[src/eil_pkg.sv]
/*
 * Shared constants and types for the external interrupt latch.
 * Assumes an APB master on the same clock as the latch.
 */
package eil_pkg;

    // Register byte offsets on the APB.
    localparam logic [7:0] EIL_OFF_SCR  = 8'h00;
    localparam logic [7:0] EIL_OFF_STAT = 8'h04;
    localparam logic [7:0] EIL_OFF_MASK = 8'h08;
    localparam logic [7:0] EIL_OFF_BFC  = 8'h0C;

    // Field positions in ext_int_status_control.
    localparam int EIL_MODE_BIT  = 0;
    localparam int EIL_REQUEST_MASK_BIT_BIT = 1;
    localparam int EIL_ACK_BIT   = 2;
    localparam int EIL_REQUEST_PENDING_FLAG_BIT  = 3;

    // Field positions in the event status and event mask registers.
    localparam int EIL_EV_SET_BIT = 0;
    localparam int EIL_EV_ACK_BIT = 1;
    localparam int EIL_EV_W       = 2;

    // Field position in break_flag_control_register.
    localparam int EIL_BREAK_CLEAR_ENABLE_BIT = 0;

    // Values after reset.
    localparam logic       EIL_RST_MODE  = 1'h0;
    localparam logic       EIL_RST_REQUEST_MASK_BIT = 1'h0;
    localparam logic       EIL_RST_BREAK_CLEAR_ENABLE  = 1'h0;
    localparam logic [1:0] EIL_RST_EV    = 2'h0;

    // Fixed vector locations, high byte then low byte.
    localparam logic [15:0] EIL_VEC_HI = 16'hFFFA;
    localparam logic [15:0] EIL_VEC_LO = 16'hFFFB;

    // APB request from the master, carried as one bundle.
    typedef struct packed {
        logic        psel;
        logic        penable;
        logic        pwrite;
        logic [7:0]  paddr;
        logic [31:0] pwdata;
    } eil_apb_req_t;

endpackage

[src/eil_latch.sv]
/*
 * External interrupt latch with its APB register file.
 * Holds the pin synchroniser, the falling-edge detector, the request latch
 * with its edge-only and edge-and-level clearing, the mask, the pending flag,
 * the break-state guard on software acknowledges, and a small event block
 * with a sticky status register, a mask register and one level output.
 * Assumes one clock, synchronous reset, an asynchronous active-low
 * interrupt pin, and vector fetch and break state from same-clock logic.
 * Assumes the pin has a pull-up outside, so a released pin reads high.
 * Assumes the APB master keeps to the setup and access phases; the slave
 * itself never stretches a transfer.
 */
// The placing of the registers and register access over APB were chosen for this implementation.
`timescale 1ns/1ps

module eil_latch (
    // Clock, reset and freeze.
    input  wire logic                 clk,
    input  wire logic                 rst,
    input  wire logic                 clkEn,
    // APB slave.
    input  wire eil_pkg::eil_apb_req_t apbReq,
    output logic [31:0]               prdata,
    output logic                      pready,
    output logic                      pslverr,
    // Pin and processor side.
    input  wire logic                 irqPin_n,
    input  wire logic                 vecFetch,
    input  wire logic                 breakState,
    output logic                      irqRequest,
    output logic                      pinLevel,
    output logic [15:0]               vecAddrHi,
    output logic [15:0]               vecAddrLo,
    // Event interrupt.
    output logic                      intOut
);
    import eil_pkg::*;

    ////////////////////////////////////////////////////////////////////////
    // Declarations.

    logic                pinSync1;     // First synchroniser stage.
    logic                pinSync2;     // Second stage, safe to read.
    logic                pinPrev;      // Previous bus-cycle sample.
    logic                latch;        // The request latch.
    logic                ackSeen;      // Ack taken while pin still low.
    logic                mode;         // Edge-and-level select.
    logic                request_mask_bit;        // Request mask.
    logic                break_clear_enable;         // Break-clear enable.
    logic [EIL_EV_W-1:0] evStat;       // Sticky event bits.
    logic [EIL_EV_W-1:0] evMask;       // Event enables.
    logic                next_latch;
    logic                next_ackSeen;
    logic                next_mode;
    logic                next_request_mask_bit;
    logic                next_break_clear_enable;
    logic [EIL_EV_W-1:0] next_evStat;
    logic [EIL_EV_W-1:0] next_evMask;
    logic [31:0]         next_prdata;
    logic                fallEdge;     // Falling edge seen on the pin.
    logic                pinLow;       // Synchronised pin is low.
    logic                wrEn;         // APB write takes effect.
    logic                rdEn;         // APB read completes.
    logic                swAck;        // Software acknowledge accepted.
    logic                ack;          // Any acknowledge.
    logic                clr;          // Latch clear condition.

    ////////////////////////////////////////////////////////////////////////
    // Address decode.

    // True when the address selects the register at the given offset.
    function automatic logic hitReg(input logic [7:0] a,
                                    input logic [7:0] off);
        hitReg = (a == off);
    endfunction

    // True when the address selects any mapped register.
    function automatic logic mapped(input logic [7:0] a);
        mapped = hitReg(a, EIL_OFF_SCR) || hitReg(a, EIL_OFF_STAT) ||
                 hitReg(a, EIL_OFF_MASK) || hitReg(a, EIL_OFF_BFC);
    endfunction

    ////////////////////////////////////////////////////////////////////////
    // Pin synchroniser and edge detector.

    // Two flops keep a metastable pin away from the edge logic.
    // During reset the chain keeps following the pin instead of being forced
    // high. Forcing it high would make a pin held low through reset look like
    // a fresh falling edge at release and latch a request that reset must drop.
    // The cost is that an edge landing inside a reset pulse is lost, which is
    // what a reset is expected to do anyway.
    always_ff @(posedge clk) begin
        if (rst) begin
            pinSync1 <= irqPin_n;
            pinSync2 <= pinSync1;
            pinPrev  <= pinSync2;
        end else if (clkEn) begin
            pinSync1 <= irqPin_n;
            pinSync2 <= pinSync1;
            pinPrev  <= pinSync2;
        end
    end

    // A high sample followed by a low one is the falling edge.
    assign fallEdge = pinPrev & ~pinSync2;
    assign pinLow   = ~pinSync2;
    // The branch instructions look at the pin level directly.
    assign pinLevel = pinSync2;

    ////////////////////////////////////////////////////////////////////////
    // APB slave.

    // The slave never waits, so every access ends in its first access cycle.
    // A write lands at the edge that closes the access cycle; a read clears
    // the event status at that same edge.
    // Keeping pready tied high means the read data must already be in a flop
    // when the access cycle starts, which is why it is loaded at setup.
    assign pready  = 1'h1;
    assign wrEn    = apbReq.psel & apbReq.penable & apbReq.pwrite;
    assign rdEn    = apbReq.psel & apbReq.penable & ~apbReq.pwrite;
    // An unmapped address is answered with an error, not a hang.
    assign pslverr = apbReq.psel & apbReq.penable & ~mapped(apbReq.paddr);

    ////////////////////////////////////////////////////////////////////////
    // Acknowledge and latch.

    // Software ack counts only outside break, or with break-clear enabled.
    always_comb begin
        swAck = wrEn & hitReg(apbReq.paddr, EIL_OFF_SCR) &
                apbReq.pwdata[EIL_ACK_BIT];
        if (breakState && !break_clear_enable) begin
            swAck = 1'h0;
        end
        // A cleared latch stays cleared after break ends.
        ack = vecFetch | swAck;
    end

    // Next latch state; a set always wins over a clear.
    // In edge-only mode one ack is enough. In edge-and-level mode an ack that
    // arrives while the pin is still low is parked in ackSeen, and the latch
    // only drops once the synchronised pin reads high again.
    // A new falling edge throws away a parked ack, so it needs its own ack.
    always_comb begin
        if (mode) begin
            // Both the ack and a high pin are needed, in any order.
            clr = (ack | ackSeen) & ~pinLow;
        end else begin
            // Edge-only mode ignores the pin level when clearing.
            clr = ack;
        end
        next_latch = fallEdge | (mode & pinLow) |
                     (latch & ~clr);
        // Remember an ack that came while the pin was still low.
        next_ackSeen = mode & latch & ~clr & ~fallEdge &
                       (ackSeen | ack);
    end

    // Latch registers; reset drops the request even with the pin low.
    always_ff @(posedge clk) begin
        if (rst) begin
            latch   <= 1'h0;
            ackSeen <= 1'h0;
        end else if (clkEn) begin
            latch   <= next_latch;
            ackSeen <= next_ackSeen;
        end
    end

    // The mask only gates the path to the priority logic.
    assign irqRequest = latch & ~request_mask_bit;

    ////////////////////////////////////////////////////////////////////////
    // Control registers and events.

    // Next values of the software-visible state.
    always_comb begin
        next_mode   = mode;
        next_request_mask_bit  = request_mask_bit;
        next_break_clear_enable   = break_clear_enable;
        next_evMask = evMask;
        next_evStat = evStat;
        if (wrEn && hitReg(apbReq.paddr, EIL_OFF_SCR)) begin
            next_mode  = apbReq.pwdata[EIL_MODE_BIT];
            next_request_mask_bit = apbReq.pwdata[EIL_REQUEST_MASK_BIT_BIT];
        end
        if (wrEn && hitReg(apbReq.paddr, EIL_OFF_MASK)) begin
            next_evMask = apbReq.pwdata[EIL_EV_W-1:0];
        end
        if (wrEn && hitReg(apbReq.paddr, EIL_OFF_BFC)) begin
            next_break_clear_enable = apbReq.pwdata[EIL_BREAK_CLEAR_ENABLE_BIT];
        end
        // Reading the status register clears it.
        if (rdEn && hitReg(apbReq.paddr, EIL_OFF_STAT)) begin
            next_evStat = EIL_RST_EV;
        end
        // Events are applied last so that a set beats a clearing read.
        if (next_latch && !latch) begin
            next_evStat[EIL_EV_SET_BIT] = 1'h1;
        end
        if (ack) begin
            next_evStat[EIL_EV_ACK_BIT] = 1'h1;
        end
    end

    // Control registers; mode comes up as edge-only.
    always_ff @(posedge clk) begin
        if (rst) begin
            mode   <= EIL_RST_MODE;
            request_mask_bit  <= EIL_RST_REQUEST_MASK_BIT;
            break_clear_enable   <= EIL_RST_BREAK_CLEAR_ENABLE;
            evStat <= EIL_RST_EV;
            evMask <= EIL_RST_EV;
        end else if (clkEn) begin
            mode   <= next_mode;
            request_mask_bit  <= next_request_mask_bit;
            break_clear_enable   <= next_break_clear_enable;
            evStat <= next_evStat;
            evMask <= next_evMask;
        end
    end

    // One level output for all unmasked sticky events.
    // It stays high until software reads the status register, so a slow
    // handler cannot miss an event that came and went before the read's setup cycle; one landing in that cycle is cleared unread.
    assign intOut = |(evStat & evMask);

    ////////////////////////////////////////////////////////////////////////
    // Read data.

    // Read data is built in the setup cycle, so it is a flop in access.
    always_comb begin
        next_prdata = prdata;
        if (apbReq.psel && !apbReq.penable && !apbReq.pwrite) begin
            next_prdata = 32'h0000_0000;
            if (hitReg(apbReq.paddr, EIL_OFF_SCR)) begin
                // The ack bit is write-only and reads zero.
                next_prdata[EIL_MODE_BIT]  = mode;
                next_prdata[EIL_REQUEST_MASK_BIT_BIT] = request_mask_bit;
                next_prdata[EIL_ACK_BIT]   = 1'h0;
                next_prdata[EIL_REQUEST_PENDING_FLAG_BIT]  = latch;
            end else if (hitReg(apbReq.paddr, EIL_OFF_STAT)) begin
                next_prdata[EIL_EV_W-1:0] = evStat;
            end else if (hitReg(apbReq.paddr, EIL_OFF_MASK)) begin
                next_prdata[EIL_EV_W-1:0] = evMask;
            end else if (hitReg(apbReq.paddr, EIL_OFF_BFC)) begin
                next_prdata[EIL_BREAK_CLEAR_ENABLE_BIT] = break_clear_enable;
            end
        end
    end

    // Read data and vector address flops.
    always_ff @(posedge clk) begin
        if (rst) begin
            prdata    <= 32'h0000_0000;
            vecAddrHi <= EIL_VEC_HI;
            vecAddrLo <= EIL_VEC_LO;
        end else if (clkEn) begin
            prdata    <= next_prdata;
            vecAddrHi <= EIL_VEC_HI;
            vecAddrLo <= EIL_VEC_LO;
        end
    end
endmodule

[config.mk]
export PLATFORM = sky130hd
export DESIGN_NAME = eil_latch
export DESIGN_NICKNAME = d
export VERILOG_FILES = /design/src/eil_pkg.sv /design/src/eil_latch.sv
export SDC_FILE = /design/constraint.sdc
export NUM_CORES = 1
export LEC_CHECK = 0
export BUFFER_PORTS_ARGS = -buffer_cell sky130_fd_sc_hd__buf_4
export CORE_UTILIZATION = 37
export DETAILED_ROUTE_END_ITERATION = 7
export GPL_TIMING_DRIVEN = 0
export PLACE_DENSITY = 0.8
export SLEW_MARGIN = 20
export SYNTH_ARGS = -nofsm -noshare
export SYNTH_HDL_FRONTEND = slang
export SYNTH_SLANG_ARGS = --single-unit
export TNS_END_PERCENT = 10
[constraint.sdc]
create_clock -name clk -period 1.45 [get_ports clk]
set_clock_uncertainty 0.1 [all_clocks]
set_input_delay 0.145 -clock clk [delete_from_list [all_inputs] [get_ports clk]]
set_output_delay 0.145 -clock clk [all_outputs]
set_load 0.01 [all_outputs]
==> results of run 1 <==
critical path: stages:
cell	delay, ns
buf_4	0.12
nor4_4	0.33
nor3b_4	0.29
nor2_1	0.07
buf_4	0.14
synthesized netlist by cell type (all sizes together):
cell type / number / share of area [%]
o221a: 1 / 0.88
and2: 3 / 1.6
clkbuf: 2 / 0.58
mux2i: 7 / 5.5
a32o: 1 / 0.78
o21ai: 1 / 0.39
nor2: 10 / 2.9
a21o: 1 / 0.68
or4bb: 1 / 0.88
inv: 5 / 1.5
a22o: 1 / 0.68
nor4bb: 2 / 2.7
buf: 62 / 36
o2111a: 1 / 0.88
a211oi: 2 / 1.2
nor3b: 1 / 1.5
a32oi: 1 / 0.68
dfxtp: 12 / 19
nand3: 3 / 1.2
conb: 2 / 0.58
a21oi: 4 / 1.6
nand2: 5 / 1.5
a2bb2oi: 1 / 0.68
nand4: 4 / 1.9
or2: 1 / 0.49
edfxtp: 3 / 7.0
nor4: 1 / 1.7
o211ai: 1 / 0.58
o22ai: 1 / 0.49
nor2b: 2 / 0.97
mux4: 1 / 1.8
nand3b: 1 / 0.58
and4bb: 1 / 0.97
power breakdown:
part | internal, mW | total, mW | switching [mW]
clock | 0.102 | 0.232 | 0.130
combinational | 0.188 | 0.345 | 0.158
sequential | 0.443 | 0.456 | 0.0123
total | 0.733 | 1.03 | 0.300
flip-flops by register name, summed over array words and instances, names as in the netlist:
name / count
prdata: 3
evMask: 2
evStat: 2
ackSeen: 1
break_clear_enable: 1
latch: 1
mode: 1
pinLevel: 1
pinPrev: 1
pinSync1: 1
request_mask_bit: 1
worst max path at each step:
stage	start	endpoint	slack (ns)	cells past startpoint
after global routing	apbReq[36]	pslverr	0.04	5
after floorplan	break_clear_enable	ackSeen	0.22	3
after detailed placement	clkEn	evMask[1]	0.002	6
after global placement	apbReq[33]	pslverr	0.01	5
after CTS	apbReq[33]	pslverr	0.01	5
final	apbReq[36]	pslverr	0.11	5
cells by family (layout without fill, tap and decap cells):
group / count (synthesis) / after routing / synth area share [%]
buf+inv: 69 / 105 / 38.27
simple gates: 35 / 35 / 18.79
mux: 8 / 8 / 7.206
flops: 15 / 15 / 25.71
compound gates: 16 / 16 / 9.445
other cells: 2 / 62 / 0.5844
area by class of cell:
cell class / count / area, um^2
fill: 319 / 1496
inverter: 5 / 18.77
sequential: 15 / 330.3
buffer: 64 / 473.0
clock buffer: 3 / 22.52
clock inverter: 1 / 5.005
multi-input combinational: 121 / 688.2
tap: 46 / 57.56
timing repair buffer: 32 / 245.2
repair_timing:
item / CTS / global route
setup endpoints to repair: 0 / 1
hold buffers: 2 / 0
endpoints found under the hold margin: 2 / 0
setup buffers: 0 / 4
metal layers:
metal  global-route usage (%)  vias to the layer above
li1                         -                      563
met1                    14.53                      457
met2                    22.45                       42
met3                    3.412                        2
met4                    1.948                        0
met5                        0                        -
through the flow:
stage	util, %	setup WS [ns]	cell area [um^2]
floorplan	-	0.2223	1510
global placement	52.83	0.01109	1763
CTS	54.26	0.01253	1810
detailed placement	52.83	0.002495	1763
global route	55.16	0.04452	1841
finish	55.16	0.1088	1841
==> run summary, run 1 <==
The flow ran to the end, and the final reports show no timing, DRC or antenna violations. The repair_antennas step left the layout with diodes totalling 0. The number of input and output port buffers inserted was 26; the final layout net count was 291.

In the synthesized netlist, the number of instances is 145. The via density per instance is 3.707, and the data arrival time of the worst path is 1.10 ns. Max-cap violations in this run came to 0.

The clock net in this run drives a total of 15 sinks. Count of cells resized by post-cts repair: 0. The path with the worst hold slack has its endpoint at mode. For the count of final hold-check violations, the log shows 0. The launching element type of the critical path is an input port. The worst ir drop on vdd is 781.7 uV.

In the layout the commonest cells are buf_4, conb_1, dfxtp_1. Along the worst path, the maximum fanout reaches 3. Total wire length: 2340 um. After detailed routing, the met2 layer carries 1211 um of wire. The total negative setup slack is 0 ns, and the number of cells in the design after placement is 277.

The total routed wire length on the met1 layer was 971 um. For the worst flop-to-flop path, the logic depth is 3. Of the cells placed in the final design, the portion with a size suffix greater than 1 is 43.57%.

For the worst setup slack for register-to-register paths, the log shows 0.15 ns. For this run, the number of Yosys warnings is 0. Setup repair after global routing left no endpoint under its margin. The total area inside the core boundary comes to 0.003337 mm^2. In this run the power density over the cells is 561.4 mW/mm^2. The HPWL after detailed placement is 1952 um. TritonCTS built the clock tree.

The initial antenna violation count came out at 0. Detailed routing placed a total of 143 um of wire on met3. For this run, design rule violations remaining after detail routing come to 0. Clock-pin slew was measured on the worst setup and hold paths at 0.09 ns.

The synthesis-to-layout area growth came out at 43.23%. The mean instance size in the synthesized netlist came out at 8.862 um^2. The largest net degree at the start of global routing was 11.

The floorplan step set the die height to 60.93 um. The shortest period the worst path allows was 1.341 ns; the count of cells along the worst hold path was 3. The minimum hold slack was 0.01882 ns. The via count of the first global-routing pass was 790; the detail-routed net length per standard cell was 8.153 um. The endpoint identified for the worst register-to-register timing path is ackSeen. The die width was 60.93 um; the first-pass GRT wire length was 3456 um. In this run the critical register-to-register path is launched from break_clear_enable.

The floorplan step defined a die boundary enclosing 0.003712 mm^2. The residual antenna-violating net count after detailed routing was 0; the leakage power total was 1.003 nW. The overall power consumption is 1.033 mW.

After floorplanning, the core was divided into 21 placement rows. For the final number of max-transition violations, the log shows 0. Leaving out fill and tap cells, the most frequent cell in the layout is buf_4.

The maximum clock frequency was 0.7456 GHz; the critical path data required time was 1.21 ns. The final cycle utilization of the critical path is 92.49%, and the number of flip-flops and latches in the synthesized netlist is 15. The critical path is of the in -> out type.

The worst hold path begins at apbReq[0]. The congestion estimate from routability-driven global placement came to 0.8658. The final route contains 1064 vias. The tree is rooted in a clkbuf_4. The number of standard cells in the final layout excluding fillers was 287; the final count of negative-setup-slack endpoints was 0.

The tools report the number of levels the H-tree was split into as 1. The tools report the clock insertion delay at the later pin of the skew report as 0.28 ns. The logs give 2 for the maximum count of clock buffers along a single path and 5 for the number of DRC markers in iteration 0. The post-synthesis cell type count was 35; the clock buffer count from CTS was 3. Global routing finished with a remaining overflow of 0. The type of the worst min-delay path is in -> reg.

For this run, the register share of the synthesized area comes to 25.71%. The detailed-router iteration count before antenna repair is 4, and the global-route usage over all layers is 12.28%. The highest metal layer carrying signal wires in the routed design is met4. The area of the mapped netlist came out at 0.001285 mm^2.

The type of destination of the critical path was a primary output. Initial core utilization: 38.51%. For this design the top-level I/O count stands at 118.
Note: power is estimated with default switching activity, not from simulation.
==> inputs of run 2 (changes only) <==
Clock period 1.45 ns to 1.3 ns, I/O delays scaled along.
==> run summary, run 2 (synthesized netlist as in run 1, its figures left out) <==
The maximum clock frequency came out at 0.7959 GHz. In the layout the commonest cells are buf_4, conb_1, nor2_1, dfxtp_1, mux2i_1. The layout cell share with drive strength beyond 1 was 43.75% (+0.18 points); the leakage power total was 0.9971 nW (-0.56%).

In this run the critical register-to-register path is captured at ackSeen. The run gives 322 (+0.94%) as the count of filler cells inserted in the layout. Critical hold path startpoint: rst.

For this design, the slowest cell found on the critical path is dfxtp_2. The number of DRC markers in iteration 0 was 13 (+8); the peak fanout along the critical path was 3 (unchanged). The worst path needs 1.256 ns of the cycle, external delays included. The critical path data required time was 1.37 ns (+0.16 ns). The number of top-level pins is 118 (unchanged). The capture endpoint of the worst hold path is ackSeen. TritonCTS built the clock tree. For the routability congestion estimate, the log shows 0.8658 (unchanged). The run gives 0.003712 mm^2 (unchanged) as the total die area. The library cell used most frequently in the layout, excluding fill and tap cells, is buf_4.

In this run the critical register-to-register path is launched from break_clear_enable. The flip-flop count of the largest register after layout is 3 (unchanged), and the floorplan row count is 21 (unchanged). The run gives 808 (+2.3%) as the via count of the first global-routing pass. The via density per instance works out to 3.678 (-0.78%). The critical path's largest stage delay is 0.34 ns (about the same), and the final count of negative-setup-slack endpoints is 0 (unchanged). STA classifies the critical path startpoint as a register.

The initial antenna violation count is 0 (unchanged). The critical path is of the reg -> reg type. The worst setup path is captured at a register.

The final number of max-transition violations is 0 (unchanged), and the detailed-router iteration count before antenna repair is 4 (unchanged). Minimum hold slack: 0.04728 ns (+0.02846 ns). Dividing the final minimum period by the clock period gives 96.65%. The count of cells along the worst hold path is 3 (unchanged), and the max capacitance violation total is 0 (unchanged). The global-route usage over all layers was 12.42% (+0.13 points). The number of levels the H-tree was split into was 1 (unchanged).

The register with the most flip-flops in the final layout is prdata. The first-pass GRT wire length is 3498 um (+1.2%), and the placeable core region is 0.003337 mm^2 (unchanged). The clock root buffer is clkbuf_4. The overall power consumption came out at 1.152 mW (+11%). The flow ran to the end, and the final reports show no timing, DRC or antenna violations. The maximum count of clock buffers along a single path came out at 2 (unchanged). The kind of cell with the highest combined delay along the critical path is compound AO/OA/AOI/OAI gates. The length in cells of the worst reg-to-reg path works out to 3 (unchanged). The number of input and output port buffers inserted is 26 (unchanged).

The die height was 60.93 um (unchanged). The largest net degree at the start of global routing was 11 (unchanged); the total wire length was 2309 um (-1.3%). Traced cell by cell, the critical path runs through o2111a_1, a21o_2, o221a_2. The vias after detailed routing was 1052 (-1.1%); the data arrival time of the worst path was 1.33 ns (+0.23 ns).

The total negative setup slack was 0 ns (unchanged). The worst hold path belongs to the class in -> reg. The clock insertion delay at the later pin of the skew report was 0.28 ns (about the same); the synthesis-to-layout area growth was 43.04%. Detail-routed net length per standard cell: 8.073 um (-0.98%).

The count of final hold-check violations is 0 (unchanged), and the power per standard cell area is 626.6 mW/mm^2 (+12%). The worst ir drop on vdd is 868.4 uV (+11%), and the clock buffer count from CTS is 3 (unchanged). The buffering stage count on the worst path with inverters included works out to 0 (-2). The run gives 0.04 ns (-0.11 ns) as the worst setup slack for register-to-register paths. For the initial core utilization, the log shows 38.51% (unchanged). Final layout net count: 290 (-0.34%). The die width is 60.93 um (unchanged), and the antenna cell count is 0 (unchanged). For the HPWL after detailed placement, the log shows 1952 um (unchanged).

Setup repair after global routing left no endpoint under its margin. The residual antenna-violating net count after detailed routing was 0 (unchanged). For the number of sinks handled by clock tree synthesis, the log shows 15 (unchanged). The global-route congestion overflow total is 0 (unchanged). The clock-pin transition on the worst setup and hold timing paths came out at 0.08 ns (about the same).

The largest registers in the layout are prdata (3), evMask (2), evStat (2). The tools report the count of unresolved DRC violations after routing as 0 (unchanged).
## run 2: cell count changes in the layout (fill, tap and decap cells not counted), sizes merged
| cell | previous run | this run |
|---|---|---|
| dlygate4sd3 | 2 | 3 |
| buf | 92 | 90 |
## run 2: repair_timing
action,4_1_cts,5_1_grt
hold buffers,3,0
gates resized for setup,0,2
pin swaps,1,2
buffers inserted,2,0
setup endpoints to repair,1,3
cloned,0,0
hold endpoints to repair,5,0
## run 2: routing by layer
layer,wire length [um],GRT usage [%],up-vias
li1,-,-,563
met1,965,14.79,440
met2,1179,22.61,47
met3,151,3.412,2
met4,14,1.948,0
met5,0,0,-
## run 2: worst max-delay path by stage
stage	startpoint	endpoint	slack, ns	cells after the start
after floorplan	break_clear_enable	ackSeen	0.07	3
after global placement	clkEn	mode	-0.12	6
after detailed placement	clkEn	evMask[1]	-0.13	6
after CTS	break_clear_enable	ackSeen	0.0005	3
after global routing	latch	irqRequest	0.006	3
final	break_clear_enable	ackSeen	0.04	3
## run 2: where the power goes
group          switching (mW)  internal, mW
combinational           0.175         0.210
clock                   0.144         0.114
sequential             0.0136         0.494
total                   0.333         0.819
## run 2: final cells by class
cell class | count | area, um^2 | share of cell area [%]
Inverter | 5 | 18.77 | 1.021
Multi-Input combinational cell | 121 | 688.2 | 37.44
Timing Repair Buffer | 31 | 240.2 | 13.07
Sequential cell | 15 | 332.8 | 18.11
Tap cell | 46 | 57.56 | 3.131
Buffer | 64 | 473.0 | 25.73
Clock inverter | 1 | 5.005 | 0.2723
Clock buffer | 3 | 22.52 | 1.225
## run 2: metrics by stage
stage | area, um^2 | utilization, % | worst slack [ns] | cells
floorplan | 1510 | - | 0.07231 | 205
global placement | 1763 | 52.83 | -0.1168 | 277
detailed placement | 1763 | 52.83 | -0.1325 | 277
CTS | 1836 | 55.01 | 0.0005098 | 286
global route | 1838 | 55.08 | 0.006321 | 286
finish | 1838 | 55.08 | 0.04359 | 286
## run 2: worst reg2reg max path, cell delays in order, from the launching register on
cell and delay, ns:
dfxtp_2 0.34, o2111a_1 0.24, a21o_2 0.22, o221a_2 0.26
